[config.mk]
export PLATFORM = sky130hd
export DESIGN_NAME = mah_csr
export DESIGN_NICKNAME = d
export VERILOG_FILES = /design/src/rtl/mah_pkg.sv /design/src/rtl/mah_csr.sv /design/src/rtl/mah_hash_filter.sv /design/src/rtl/mah_mdio.sv
export VERILOG_INCLUDE_DIRS = /design/src /design/src/rtl
export SDC_FILE = /design/constraint.sdc
export NUM_CORES = 1
export LEC_CHECK = 0
export ABC_AREA = 1
export ABC_CLOCK_PERIOD_IN_PS = 4500
export BUFFER_PORTS_ARGS = -buffer_cell sky130_fd_sc_hd__buf_2
export CORE_MARGIN = 2
export CORE_UTILIZATION = 25
export CTS_BUF_LIST = sky130_fd_sc_hd__clkbuf_2
export CTS_CLUSTER_DIAMETER = 150
export DETAILED_ROUTE_END_ITERATION = 12
export PLACE_DENSITY = 0.5
export SLEW_MARGIN = 20
export SYNTH_ARGS = -nofsm -noshare
export SYNTH_HDL_FRONTEND = slang
export SYNTH_HIERARCHICAL = 1
export SYNTH_SLANG_ARGS = --single-unit
[constraint.sdc]
create_clock -name clk -period 4.5 [get_ports clk]
set_clock_uncertainty 0.15 [all_clocks]
set_input_delay 0.225 -clock clk [delete_from_list [all_inputs] [get_ports clk]]
set_output_delay 0.225 -clock clk [all_outputs]
set_load 0.01 [all_outputs]
[src/rtl/mah_regs.svh]
// register offsets, field positions, reset values and timing counts
`ifndef MAH_REGS_SVH
`define MAH_REGS_SVH
`define MAH_IDX_ADDR_LOW 4'h3
`define MAH_IDX_TABLE_HI 4'h4
`define MAH_IDX_TABLE_LO 4'h5
`define MAH_IDX_MGMT_CTL 4'h6
`define MAH_IDX_MGMT_DATA 4'h7
`define MAH_IDX_ADDR_HIGH 4'h2
`define MAH_IDX_FILT_CTL 4'h8
`define MAH_RST_ADDR_LOW 32'h0FFFFFFF
`define MAH_RST_ADDR_HIGH 16'hFFFF
`define MAH_RST_ZERO 32'h00000000
`define MAH_BIT_BUSY 0
`define MAH_BIT_WNR 1
`define MAH_INT_PHY 5'h01
`define MAH_MDC_HALF_NS 200
`define MAH_CLK_NS 10
`define MAH_MDC_HALF_CYC ((`MAH_MDC_HALF_NS + `MAH_CLK_NS - 1) / `MAH_CLK_NS)
`define MAH_FRAME_BITS 7'd64
`endif

[src/rtl/mah_pkg.sv]
// types shared by the address, hash and management files
package mah_pkg;
	typedef struct packed {
		logic [3:0] addr;
		logic [31:0] wdata;
		logic wr;
		logic rd;
	} mah_bus_t;
	typedef struct packed {
		logic start;
		logic write_not_read;
		logic [4:0] phy_addr;
		logic [4:0] reg_index;
		logic [15:0] wdata;
	} mah_mgmt_req_t;
	typedef enum logic [1:0] {
		MAH_IDLE = 2'b00,
		MAH_SHIFT = 2'b01,
		MAH_DONE = 2'b10
	} mah_mgmt_state_t;
endpackage : mah_pkg

[src/rtl/mah_csr.sv]
// station address, multicast hash table and phy management registers
//
// Notes on behaviour
// address-low register holds station address bits 31:0, host read/write
// at power-on a programmed eeprom loads the address, else load skipped
// eeprom bytes 1..4 fill address-low bytes, bytes 5..6 address-high
// address-low bits 7:0 are the first byte on the wire
// host writes overwrite the address once loading is over
// 6-bit hash index: top bit picks table word, five bits pick bit
// in-word index is linear, zeros bit 0 low, ones bit 31 high
// group frame accepted when selected table bit is one, else rejected
// accept-all-group bit accepts every group frame
// table bits 63:32 high register, 31:0 low, read/write, reset zero
// control bits 15:11 give phy address; internal phy is address 1
// control bits 10:6 give the phy register index
// bit 1 set writes data register to phy, clear reads into it
// writing busy bit starts a cycle; stays set until completion
// host waits for busy clear before writing control or data
// host keeps data register unchanged during a write cycle
// read data valid in data register no later than busy clears
// data register low 16 bits carry phy data, upper bits reserved
// each cycle is a clause 22 frame on the mdc/mdio pair
`timescale 1ns/10ps
`include "mah_regs.svh"
module mah_csr
	import mah_pkg::*;
(
	input wire logic clk,
	input wire logic nrst,
	input wire logic [3:0] reg_addr,
	input wire logic [31:0] reg_wdata,
	input wire logic reg_wr,
	input wire logic reg_rd,
	output logic [31:0] reg_rdata,
	input wire logic eeprom_load_valid,
	input wire logic [2:0] eeprom_load_index,
	input wire logic [7:0] eeprom_load_byte,
	input wire logic eeprom_load_done,
	input wire logic [5:0] hash_index,
	output logic group_accept,
	output logic [47:0] station_address,
	output logic init_done,
	output logic internal_phy_select,
	output logic mdc,
	output logic mdio_out,
	output logic mdio_oe_n,
	input wire logic mdio_in
);
	mah_bus_t bus;
	logic [31:0] station_address_low_reg;
	logic [15:0] station_address_high_reg;
	logic [31:0] multicast_table_upper_reg;
	logic [31:0] multicast_table_lower_reg;
	logic [4:0] phy_addr_reg;
	logic [4:0] phy_register_index_reg;
	logic phy_write_not_read_reg;
	logic phy_access_busy_reg;
	logic [15:0] mgmt_data_reg;
	logic accept_all_group_frames_reg;
	logic init_done_reg;
	logic [31:0] reg_rdata_reg;
	logic start_pulse_reg;
	logic eng_busy;
	logic eng_done;
	logic [15:0] eng_rdata;
	mah_mgmt_req_t mreq;

	function automatic logic hit(input logic [3:0] a, input logic [3:0] idx);
		hit = (a == idx);
	endfunction : hit

	assign bus = '{addr: reg_addr, wdata: reg_wdata, wr: reg_wr, rd: reg_rd};

	// address registers: eeprom load first, host writes only after init
	always_ff @(posedge clk or negedge nrst) begin
		if (!nrst) begin
			station_address_low_reg <= `MAH_RST_ADDR_LOW;
			station_address_high_reg <= `MAH_RST_ADDR_HIGH;
			init_done_reg <= 1'b0;
		end else if (!init_done_reg) begin
			if (eeprom_load_valid) begin
				unique case (eeprom_load_index)
					3'h1: station_address_low_reg[7:0] <= eeprom_load_byte;
					3'h2: station_address_low_reg[15:8] <= eeprom_load_byte;
					3'h3: station_address_low_reg[23:16] <= eeprom_load_byte;
					3'h4: station_address_low_reg[31:24] <= eeprom_load_byte;
					3'h5: station_address_high_reg[7:0] <= eeprom_load_byte;
					3'h6: station_address_high_reg[15:8] <= eeprom_load_byte;
					default: ;
				endcase
			end
			// no programmed eeprom: controller signals done with no bytes
			if (eeprom_load_done)
				init_done_reg <= 1'b1;
		end else if (bus.wr) begin
			if (hit(bus.addr, `MAH_IDX_ADDR_LOW))
				station_address_low_reg <= bus.wdata;
			if (hit(bus.addr, `MAH_IDX_ADDR_HIGH))
				station_address_high_reg <= bus.wdata[15:0];
		end
	end

	// wire order: low byte 0 first, high byte 1 last
	assign station_address = {station_address_high_reg, station_address_low_reg};
	assign init_done = init_done_reg;

	always_ff @(posedge clk or negedge nrst) begin
		if (!nrst) begin
			multicast_table_upper_reg <= `MAH_RST_ZERO;
			multicast_table_lower_reg <= `MAH_RST_ZERO;
			accept_all_group_frames_reg <= 1'b0;
		end else if (bus.wr) begin
			if (hit(bus.addr, `MAH_IDX_TABLE_HI))
				multicast_table_upper_reg <= bus.wdata;
			if (hit(bus.addr, `MAH_IDX_TABLE_LO))
				multicast_table_lower_reg <= bus.wdata;
			if (hit(bus.addr, `MAH_IDX_FILT_CTL))
				accept_all_group_frames_reg <= bus.wdata[0];
		end
	end

	mah_hash_filter u_hash (
		.table_bits({multicast_table_upper_reg, multicast_table_lower_reg}),
		.hash_index(hash_index),
		.accept_all_group_frames(accept_all_group_frames_reg),
		.group_accept(group_accept)
	);

	// control register; writes while busy are ignored to protect the frame
	always_ff @(posedge clk or negedge nrst) begin
		if (!nrst) begin
			phy_addr_reg <= 5'h00;
			phy_register_index_reg <= 5'h00;
			phy_write_not_read_reg <= 1'b0;
			phy_access_busy_reg <= 1'b0;
			start_pulse_reg <= 1'b0;
		end else begin
			start_pulse_reg <= 1'b0;
			if (bus.wr && hit(bus.addr, `MAH_IDX_MGMT_CTL) && !phy_access_busy_reg) begin
				phy_addr_reg <= bus.wdata[15:11];
				phy_register_index_reg <= bus.wdata[10:6];
				phy_write_not_read_reg <= bus.wdata[`MAH_BIT_WNR];
				if (bus.wdata[`MAH_BIT_BUSY]) begin
					phy_access_busy_reg <= 1'b1;
					start_pulse_reg <= 1'b1;
				end
			end else if (eng_done) begin
				phy_access_busy_reg <= 1'b0;
			end
		end
	end

	assign internal_phy_select = (phy_addr_reg == `MAH_INT_PHY);

	// data register: host writes when idle, engine result lands on the same edge that clears busy
	always_ff @(posedge clk or negedge nrst) begin
		if (!nrst) begin
			mgmt_data_reg <= 16'h0000;
		end else if (eng_done && !phy_write_not_read_reg) begin
			mgmt_data_reg <= eng_rdata;
		end else if (bus.wr && hit(bus.addr, `MAH_IDX_MGMT_DATA) && !phy_access_busy_reg) begin
			mgmt_data_reg <= bus.wdata[15:0];
		end
	end

	assign mreq = '{start: start_pulse_reg, write_not_read: phy_write_not_read_reg,
		phy_addr: phy_addr_reg, reg_index: phy_register_index_reg,
		wdata: mgmt_data_reg};

	mah_mdio u_mdio (
		.clk(clk),
		.nrst(nrst),
		.req(mreq),
		.busy(eng_busy),
		.done(eng_done),
		.rdata(eng_rdata),
		.mdc(mdc),
		.mdio_out(mdio_out),
		.mdio_oe_n(mdio_oe_n),
		.mdio_in(mdio_in)
	);

	always_ff @(posedge clk or negedge nrst) begin
		if (!nrst) begin
			reg_rdata_reg <= `MAH_RST_ZERO;
		end else if (bus.rd) begin
			unique case (bus.addr)
				`MAH_IDX_ADDR_HIGH: reg_rdata_reg <= {16'h0000, station_address_high_reg};
				`MAH_IDX_ADDR_LOW: reg_rdata_reg <= station_address_low_reg;
				`MAH_IDX_TABLE_HI: reg_rdata_reg <= multicast_table_upper_reg;
				`MAH_IDX_TABLE_LO: reg_rdata_reg <= multicast_table_lower_reg;
				`MAH_IDX_MGMT_CTL: reg_rdata_reg <= {16'h0000, phy_addr_reg,
					phy_register_index_reg, 4'h0, phy_write_not_read_reg,
					phy_access_busy_reg};
				`MAH_IDX_MGMT_DATA: reg_rdata_reg <= {16'h0000, mgmt_data_reg};
				`MAH_IDX_FILT_CTL: reg_rdata_reg <= {31'h0, accept_all_group_frames_reg};
				default: reg_rdata_reg <= `MAH_RST_ZERO;
			endcase
		end else begin
			reg_rdata_reg <= `MAH_RST_ZERO;
		end
	end
	assign reg_rdata = reg_rdata_reg;

	a_busy_start: assert property (@(posedge clk) disable iff (!nrst)
		start_pulse_reg |-> phy_access_busy_reg) else $error("busy not set at start");
	a_busy_engine: assert property (@(posedge clk) disable iff (!nrst)
		eng_busy |-> phy_access_busy_reg) else $error("busy low during cycle");
	a_busy_clear: assert property (@(posedge clk) disable iff (!nrst)
		eng_done |=> !phy_access_busy_reg) else $error("busy not cleared");
	a_read_data: assert property (@(posedge clk) disable iff (!nrst)
		(eng_done && !phy_write_not_read_reg) |=> mgmt_data_reg == $past(eng_rdata))
		else $error("read data not stored");
	a_hash_pick: assert property (@(posedge clk) disable iff (!nrst)
		!accept_all_group_frames_reg |-> group_accept ==
		({multicast_table_upper_reg, multicast_table_lower_reg} >> hash_index) % 2)
		else $error("hash lookup wrong");
	a_pass_all: assert property (@(posedge clk) disable iff (!nrst)
		accept_all_group_frames_reg |-> group_accept) else $error("pass all broken");
	a_table_write: assert property (@(posedge clk) disable iff (!nrst)
		bus.wr && bus.addr == `MAH_IDX_TABLE_HI |=> multicast_table_upper_reg == $past(bus.wdata))
		else $error("table write lost");
	a_addr_write: assert property (@(posedge clk) disable iff (!nrst)
		init_done_reg && bus.wr && bus.addr == `MAH_IDX_ADDR_LOW
		|=> station_address_low_reg == $past(bus.wdata)) else $error("address write lost");
	a_ctl_fields: assert property (@(posedge clk) disable iff (!nrst)
		start_pulse_reg |-> phy_addr_reg == $past(bus.wdata[15:11]) &&
		phy_register_index_reg == $past(bus.wdata[10:6])) else $error("fields wrong");
	// read data only stands in the cycle after a read strobe
	a_rdata_idle: assert property (@(posedge clk) disable iff (!nrst)
		!bus.rd |=> reg_rdata_reg == `MAH_RST_ZERO) else $error("read data not idle");
	a_addr_locked: assert property (@(posedge clk) disable iff (!nrst)
		!init_done_reg && !eeprom_load_valid && bus.wr && bus.addr == `MAH_IDX_ADDR_LOW
		|=> $stable(station_address_low_reg)) else $error("early address write taken");
	a_ctl_guard: assert property (@(posedge clk) disable iff (!nrst)
		phy_access_busy_reg && bus.wr && bus.addr == `MAH_IDX_MGMT_CTL
		|=> $stable(phy_addr_reg) && $stable(phy_register_index_reg))
		else $error("control changed while busy");
	a_data_guard: assert property (@(posedge clk) disable iff (!nrst)
		phy_access_busy_reg && phy_write_not_read_reg |=> $stable(mgmt_data_reg))
		else $error("data changed during phy write");
	c_pass_all: cover property (@(posedge clk) accept_all_group_frames_reg && group_accept);
	c_phy_read: cover property (@(posedge clk) eng_done && !phy_write_not_read_reg);
	c_phy_write: cover property (@(posedge clk) eng_done && phy_write_not_read_reg);
	c_eeprom: cover property (@(posedge clk) eeprom_load_valid && eeprom_load_index == 3'h6);
	c_reject: cover property (@(posedge clk) !group_accept);
endmodule : mah_csr

[src/rtl/mah_hash_filter.sv]
// multicast hash table lookup
`timescale 1ns/10ps
module mah_hash_filter
	import mah_pkg::*;
(
	input wire logic [63:0] table_bits,
	input wire logic [5:0] hash_index,
	input wire logic accept_all_group_frames,
	output logic group_accept
);
	logic [31:0] word_sel;
	assign word_sel = hash_index[5] ? table_bits[63:32] : table_bits[31:0];
	// in-word index linear, 0 is bit 0, 31 is bit 31
	assign group_accept = accept_all_group_frames | word_sel[hash_index[4:0]];
endmodule : mah_hash_filter

[src/rtl/mah_mdio.sv]
// clause 22 management frame engine on mdc/mdio
`timescale 1ns/10ps
`include "mah_regs.svh"
module mah_mdio
	import mah_pkg::*;
(
	input wire logic clk,
	input wire logic nrst,
	input wire mah_mgmt_req_t req,
	output logic busy,
	output logic done,
	output logic [15:0] rdata,
	output logic mdc,
	output logic mdio_out,
	output logic mdio_oe_n,
	input wire logic mdio_in
);
	localparam int HALF = `MAH_MDC_HALF_CYC;
	mah_mgmt_state_t state_reg;
	logic [7:0] div_reg;
	logic [6:0] bit_reg;
	logic [63:0] shift_reg;
	logic [15:0] rdata_reg;
	logic done_reg;
	logic mdc_reg;
	logic oe_n_reg;
	logic [2:0] in_sync_reg;
	logic in_stable_reg;
	logic rise;
	assign rise = (state_reg == MAH_SHIFT) && (div_reg == 8'(HALF - 1)) && !mdc_reg;
	always_ff @(posedge clk or negedge nrst) begin
		if (!nrst) begin
			in_sync_reg <= 3'h0;
			in_stable_reg <= 1'b0;
		end else begin
			in_sync_reg <= {in_sync_reg[1:0], mdio_in};
			if (in_sync_reg[1] == in_sync_reg[2])
				in_stable_reg <= in_sync_reg[2];
		end
	end
	always_ff @(posedge clk or negedge nrst) begin
		if (!nrst) begin
			state_reg <= MAH_IDLE;
			div_reg <= 8'h00;
			bit_reg <= 7'h00;
			shift_reg <= 64'h0;
			mdc_reg <= 1'b0;
			oe_n_reg <= 1'b1;
			rdata_reg <= 16'h0000;
			done_reg <= 1'b0;
		end else begin
			done_reg <= 1'b0;
			unique case (state_reg)
				MAH_IDLE: begin
					if (req.start) begin
						// preamble 32 ones, start, opcode, phy, reg, turnaround, data
						shift_reg <= {32'hFFFFFFFF, 2'b01,
							req.write_not_read ? 2'b01 : 2'b10,
							req.phy_addr, req.reg_index, 2'b10, req.wdata};
						bit_reg <= 7'h00;
						div_reg <= 8'h00;
						mdc_reg <= 1'b0;
						oe_n_reg <= 1'b0;
						state_reg <= MAH_SHIFT;
					end
				end
				MAH_SHIFT: begin
					if (div_reg == 8'(HALF - 1)) begin
						div_reg <= 8'h00;
						mdc_reg <= !mdc_reg;
						if (mdc_reg) begin
							// falling edge: present next bit
							shift_reg <= {shift_reg[62:0], 1'b0};
							bit_reg <= bit_reg + 7'd1;
							if (!req.write_not_read && bit_reg == 7'd45)
								oe_n_reg <= 1'b1; // release for turnaround on reads
							if (bit_reg == `MAH_FRAME_BITS - 7'd1)
								state_reg <= MAH_DONE;
						end
					end else begin
						div_reg <= div_reg + 8'd1;
					end
					if (rise && !req.write_not_read && bit_reg >= 7'd48)
						rdata_reg <= {rdata_reg[14:0], in_stable_reg};
				end
				MAH_DONE: begin
					oe_n_reg <= 1'b1;
					done_reg <= 1'b1;
					state_reg <= MAH_IDLE;
				end
				default: state_reg <= MAH_IDLE;
			endcase
		end
	end
	assign busy = (state_reg != MAH_IDLE);
	assign done = done_reg;
	assign rdata = rdata_reg;
	assign mdc = mdc_reg;
	assign mdio_out = shift_reg[63];
	assign mdio_oe_n = oe_n_reg;
endmodule : mah_mdio

==> results of run 1 <==
power groups by stage:
stage / clock, mW / sequential, mW / combinational (mW)
finish: 1.96 / 3.45 / 1.86
global route: 2.19 / 3.50 / 2.14
CTS: 2.05 / 3.44 / 1.88
detailed placement: 0 / 3.49 / 1.78
global placement: 0 / 3.48 / 1.74
floorplan: 0 / 3.39 / 1.25
final cells by class:
cell class,instances,area (sq um)
timing repair buffer,267,1960
sequential,279,7040
inverter,122,467
fill,5813,37000
clock inverter,18,96.3
antenna,1,2.50
multi-input combinational,1172,5510
clock buffer,131,656
tap,696,871
worst min path at each step:
stage	startpoint	to	slack, ps	depth (start not counted)
6_report	eeprom_load_index[2]	station_address_low_reg[8]	180	5
5_1_grt	reg_wdata[0]	multicast_table_lower_reg[0]	150	4
4_1_cts	reg_wdata[0]	start_pulse_reg	2	4
3_5_place_dp	u_mdio/in_sync_reg[0]	u_mdio/in_sync_reg[1]	190	0
3_3_place_gp	mdio_in	u_mdio/in_sync_reg[0]	190	1
2_1_floorplan	nrst	accept_all_group_frames_reg	-220	0
layer usage:
layer | share of wire | track usage | up-vias
li1 | - | - | 5923
met1 | 0.46 | 0.217 | 5924
met5 | 0 | 0 | -
met4 | 0.029 | 0.0704 | 0
met2 | 0.46 | 0.252 | 353
met3 | 0.059 | 0.0340 | 84
cell usage in the layout, fill, tap and decap left out, drive strengths merged, types with 9 or more instances in the layout:
cell type,instances
nand2,487
dfrtp,234
nand3,208
o21ai,205
nor2,188
buf,158
clkbuf,131
inv,122
dlygate4sd3,109
a21oi,47
dfstp,45
clkinv,17
o21bai,9
ha,9
worst max-delay path, stage by stage (launching register included):
cell           delay [ps]
dfrtp_1               730
inv_2                 300
nand2_1               180
o21ai_4               150
nand3_4               120
dlygate4sd3_1        1050
nand2_1               150
o21ai_2                90
dlygate4sd3_1         560
through the flow:
stage	std cells	hold WS (ps)	utilization	instance area, sq um	power (mW)
after floorplan	1659	-221	-	13500	4.64
after global placement	2426	186	0.274	14700	5.22
after detailed placement	2426	187	0.275	14700	5.26
after CTS	2685	1.90	0.310	16600	7.38
after global routing	2686	148	0.310	16600	7.83
final	2686	178	0.310	16600	7.27
repair_timing:
action / 4_1_cts / 5_1_grt
hold endpoints to repair: 433 / 0
setup buffers: 0 / 0
hold buffers: 110 / 0
==> impl_metrics.toml, run 1 <==
[timing]
worst_pin_slew_ps = 1040
slew_headroom = 0.307
setup_tns_ps = 0
setup-violations-final = 0
rsz0062_at_grt = "no"
slew_viol_final = 0
hold_violations = 0
fin_crit_ps = 3510
setup_slack_ps = 990
period_share = 0.780
fmax_mhz = 285

[status]
status = "finished, final reports clean"

[clock_network]
clockBufferDepth = 3
postCtsResizedCells = 0
clock_latency_ps = 1040
cts_buffers = 81
cts_tree = "built"
htree_levels = 3
ctsRootBufferMaster = "clkbuf_2"
cts.sinks = 279
clk_pin_slew_ps = 110

[floorplanning]
die_x_um = 236
rows = 85
core_sq_um = 53600
start_util = 0.252
die_height_um = 236
io_pins = 146
dieArea_sq_um = 55900

[layout]
nets = 1992
largest_reg_flops = 64
drive_above_1_share = 0.215
synthToLayoutAreaGrowth_pct = 22.8

[power_and_ir_drop]
irDropWorstVdd_uv = 201
switchingPower_mw = 2.74
swShare = 0.377
p_leak_nw = 8.09
clockPowerShare = 0.269
p_int_mw = 4.53
p_seq_frac = 0.474
power.density_nw_per_um2 = 438
p_comb_frac = 0.256

[detailed_routing]
wl_per_cell_um = 16.7
dr.pass1.iters = 5
ant_nets = 0
drtIter0Drc = 824
post-route-drc-count = 0
vias_per_cell = 4.57
routed_wl_um = 44700
num_vias = 12300

[global_route]
grt_pass1_vias = 12400
gr-total-overflow = 0
grt_max_degree = 89
grt_use_total = 0.162
grt_pass1_wl_um = 70400
antenna_found_initial = 1

[setup_path]
setup.worst_path.start_class = "flip-flop"
r2r_cells = 8
cp-end-kind = "flip-flop"
crit_arrival_ps = 4310
cp.required_ps = 5300
endpoint = "station_address_low_reg[27]"
cp_max_fo = 16
crit_type = "reg -> reg"
worstSetupStartpoint = "init_done"
worstReg2RegEnd = "station_address_low_reg[27]"
reg2reg_from = "init_done"
r2r_slack_ps = 990

[placement]
io_buffer_count = 145
place_ws_ps = 1110
hpwlAfterDp_um = 30000
finalWeightedCongestion = 0.837

[yosys]
ys_warn_count = 6
syn_avg_cell_area_sq_um = 8.14
synth_area_sq_um = 13500
syn_nets = 1728
synthCells = 1659

[worst_hold_path]
hp-class = "in -> reg"

[flow_run]
drv_cap = 0
Power figures use the tool's default switching activity.
==> run 2: changes to the inputs <==
--- a/config.mk
+++ b/config.mk
@@ -7,14 +7,14 @@
 export NUM_CORES = 1
 export LEC_CHECK = 0
 export ABC_AREA = 1
-export ABC_CLOCK_PERIOD_IN_PS = 4500
+export ABC_CLOCK_PERIOD_IN_PS = 3200
 export BUFFER_PORTS_ARGS = -buffer_cell sky130_fd_sc_hd__buf_2
 export CORE_MARGIN = 2
 export CORE_UTILIZATION = 25
 export CTS_BUF_LIST = sky130_fd_sc_hd__clkbuf_2
 export CTS_CLUSTER_DIAMETER = 150
 export DETAILED_ROUTE_END_ITERATION = 12
-export PLACE_DENSITY = 0.5
+export PLACE_DENSITY = 0.51
 export SLEW_MARGIN = 20
 export SYNTH_ARGS = -nofsm -noshare
 export SYNTH_HDL_FRONTEND = slang
==> constraint.sdc (replaced) <==
create_clock -name clk -period 3.2 [get_ports clk]
set_clock_uncertainty 0.15 [all_clocks]
set_input_delay 0.16 -clock clk [delete_from_list [all_inputs] [get_ports clk]]
set_output_delay 0.16 -clock clk [all_outputs]
set_load 0.01 [all_outputs]
==> impl_metrics.toml, run 2 (same netlist as run 1, synthesis figures left out) <==
[detailed_routing]
post-route-drc-count = 0
routed_wl_um = 43700
drtIter0Drc = 858
wl_per_cell_um = 16.2
dr.pass1.iters = 5
num_vias = 12200
ant_nets = 0
vias_per_cell = 4.54

[layout]
nets = 2002
layout_commonest_cell = "nand2_1"
synthToLayoutAreaGrowth_pct = 23.0
fillers = 5840
regArea_sq_um = 7040
largest_reg_flops = 64
multi_input_area_sq_um = 5500
final_cell_mix = "470 x nand2_1, 233 x dfrtp_1, 201 x nand3_1"
instances_no_fill = 2688
drive_above_1_share = 0.218

[setup_path]
r2r_cells = 5
cp.required_ps = 3950
setup.worst_path.start_class = "flip-flop"
crit_arrival_ps = 3670
worstReg2RegEnd = "station_address_low_reg[15]"
cp.buffers_inverters = 2
reg2reg_from = "init_done"
cp-end-kind = "flip-flop"
cp_max_fo = 21
slowest_stage = "nor2_1"
r2r_slack_ps = 280
path_common_cell = "dlygate4sd3_1"
worst_path_largest_cell_delay_ps = 710
crit_family = "buffers and inverters"
crit_cells = 5
worstPathCellList = "nor2_1, a21oi_1, dlygate4sd3_1, o21ai_2, dlygate4sd3_1"
crit_type = "reg -> reg"

[worst_hold_path]
holdPathStages = 5
holdPathEnd = "station_address_low_reg[10]"
hp-start = "eeprom_load_index[2]"
hp-class = "in -> reg"

[timing]
setup_tns_ps = 0
rsz0062_at_grt = "no"
worst_pin_slew_ps = 926
hold_ws_ps = 177
period_share = 0.911
hold_violations = 0
setup-violations-final = 0
fin_crit_ps = 2920
fmax_mhz = 343
slew_viol_final = 0
setup_slack_ps = 284
slew_headroom = 0.380

[placement]
dp.cells = 2442
place_ws_ps = 716
hpwlAfterDp_um = 30600
io_buffer_count = 145
finalWeightedCongestion = 0.836

[floorplanning]
die_x_um = 236
start_util = 0.252
dieArea_sq_um = 55900
io_pins = 146
die_height_um = 236
rows = 85
core_sq_um = 53600

[global_route]
grt_use_total = 0.159
grt_pass1_wl_um = 69300
antenna_found_initial = 6
grt_max_degree = 85
gr-total-overflow = 0
grt_pass1_vias = 12400

[clock_network]
cts_setup_buffers = 0
ctsRootBufferMaster = "clkbuf_2"
cts_tree = "built"
htree_levels = 3
cts_buffers = 76
clockBufferDepth = 3
clk_pin_slew_ps = 110
cts.sinks = 279
clock_latency_ps = 970

[flow_run]
drv_cap = 0

[status]
status = "finished, final reports clean"

[power_and_ir_drop]
power.density_nw_per_um2 = 604
p_leak_nw = 8.09
irDropWorstVdd_uv = 276
run 2: how the worst max path moves through the flow:
stage                                         end           startpoint  slack [ps]
floorplan                         u_mdio/rdata[0]  u_mdio/state_reg[1]        1300
global placement     multicast_table_lower_reg[9]          reg_addr[0]         730
detailed placement  multicast_table_lower_reg[20]          reg_addr[0]         720
CTS                   station_address_high_reg[6]            init_done          60
global route          station_address_low_reg[29]            init_done         200
finish                station_address_low_reg[15]            init_done         280
run 2: repair_timing:
action,in CTS,in global routing
resized for setup,0,1
hold buffers,110,0
hold endpoints to repair,455,0
setup endpoints to repair,0,16
run 2: layout make-up:
cell class,instances,area share
diodes,3,0.000452
repair buffers,282,0.125
clock inverters,10,0.00226
well taps,696,0.0524
inverters,122,0.0281
flip-flops and latches,279,0.424
clock buffers,124,0.0373
multi-input cells,1172,0.331
run 2: layer usage:
| metal | vias up | global-route usage | part of all wire |
|---|---|---|---|
| met3 | 94 | 0.0406 | 0.069 |
| met1 | 5802 | 0.212 | 0.46 |
| met2 | 362 | 0.240 | 0.45 |
| met4 | 2 | 0.0744 | 0.029 |
| met5 | - | 0 | 0.00018 |
| li1 | 5945 | - | - |
run 2: worst register-to-register path: cells and delay by family (launching register included):
| kind | cells | cell delay [ps] |
|---|---|---|
| buf+inv | 2 | 1210 |
| simple gates | 1 | 710 |
| flops | 1 | 570 |
| compound gates | 2 | 230 |
run 2: through the flow:
| stage | power, mW | util | cell area, sq um |
|---|---|---|---|
| 2_1_floorplan | 6.53 | - | 13500 |
| 3_3_place_gp | 7.40 | 0.277 | 14800 |
| 3_5_place_dp | 7.45 | 0.277 | 14800 |
| 4_1_cts | 10.2 | 0.310 | 16600 |
| 5_1_grt | 10.8 | 0.310 | 16600 |
| 6_report | 10.0 | 0.310 | 16600 |
run 2: report_power, final:
part           leakage (nW)  internal [mW]  total, mW  switching, mW
clock network         0.536          0.999       2.54           1.54
registers              3.36           4.28       4.84          0.562
logic                  4.20          0.967       2.66           1.69
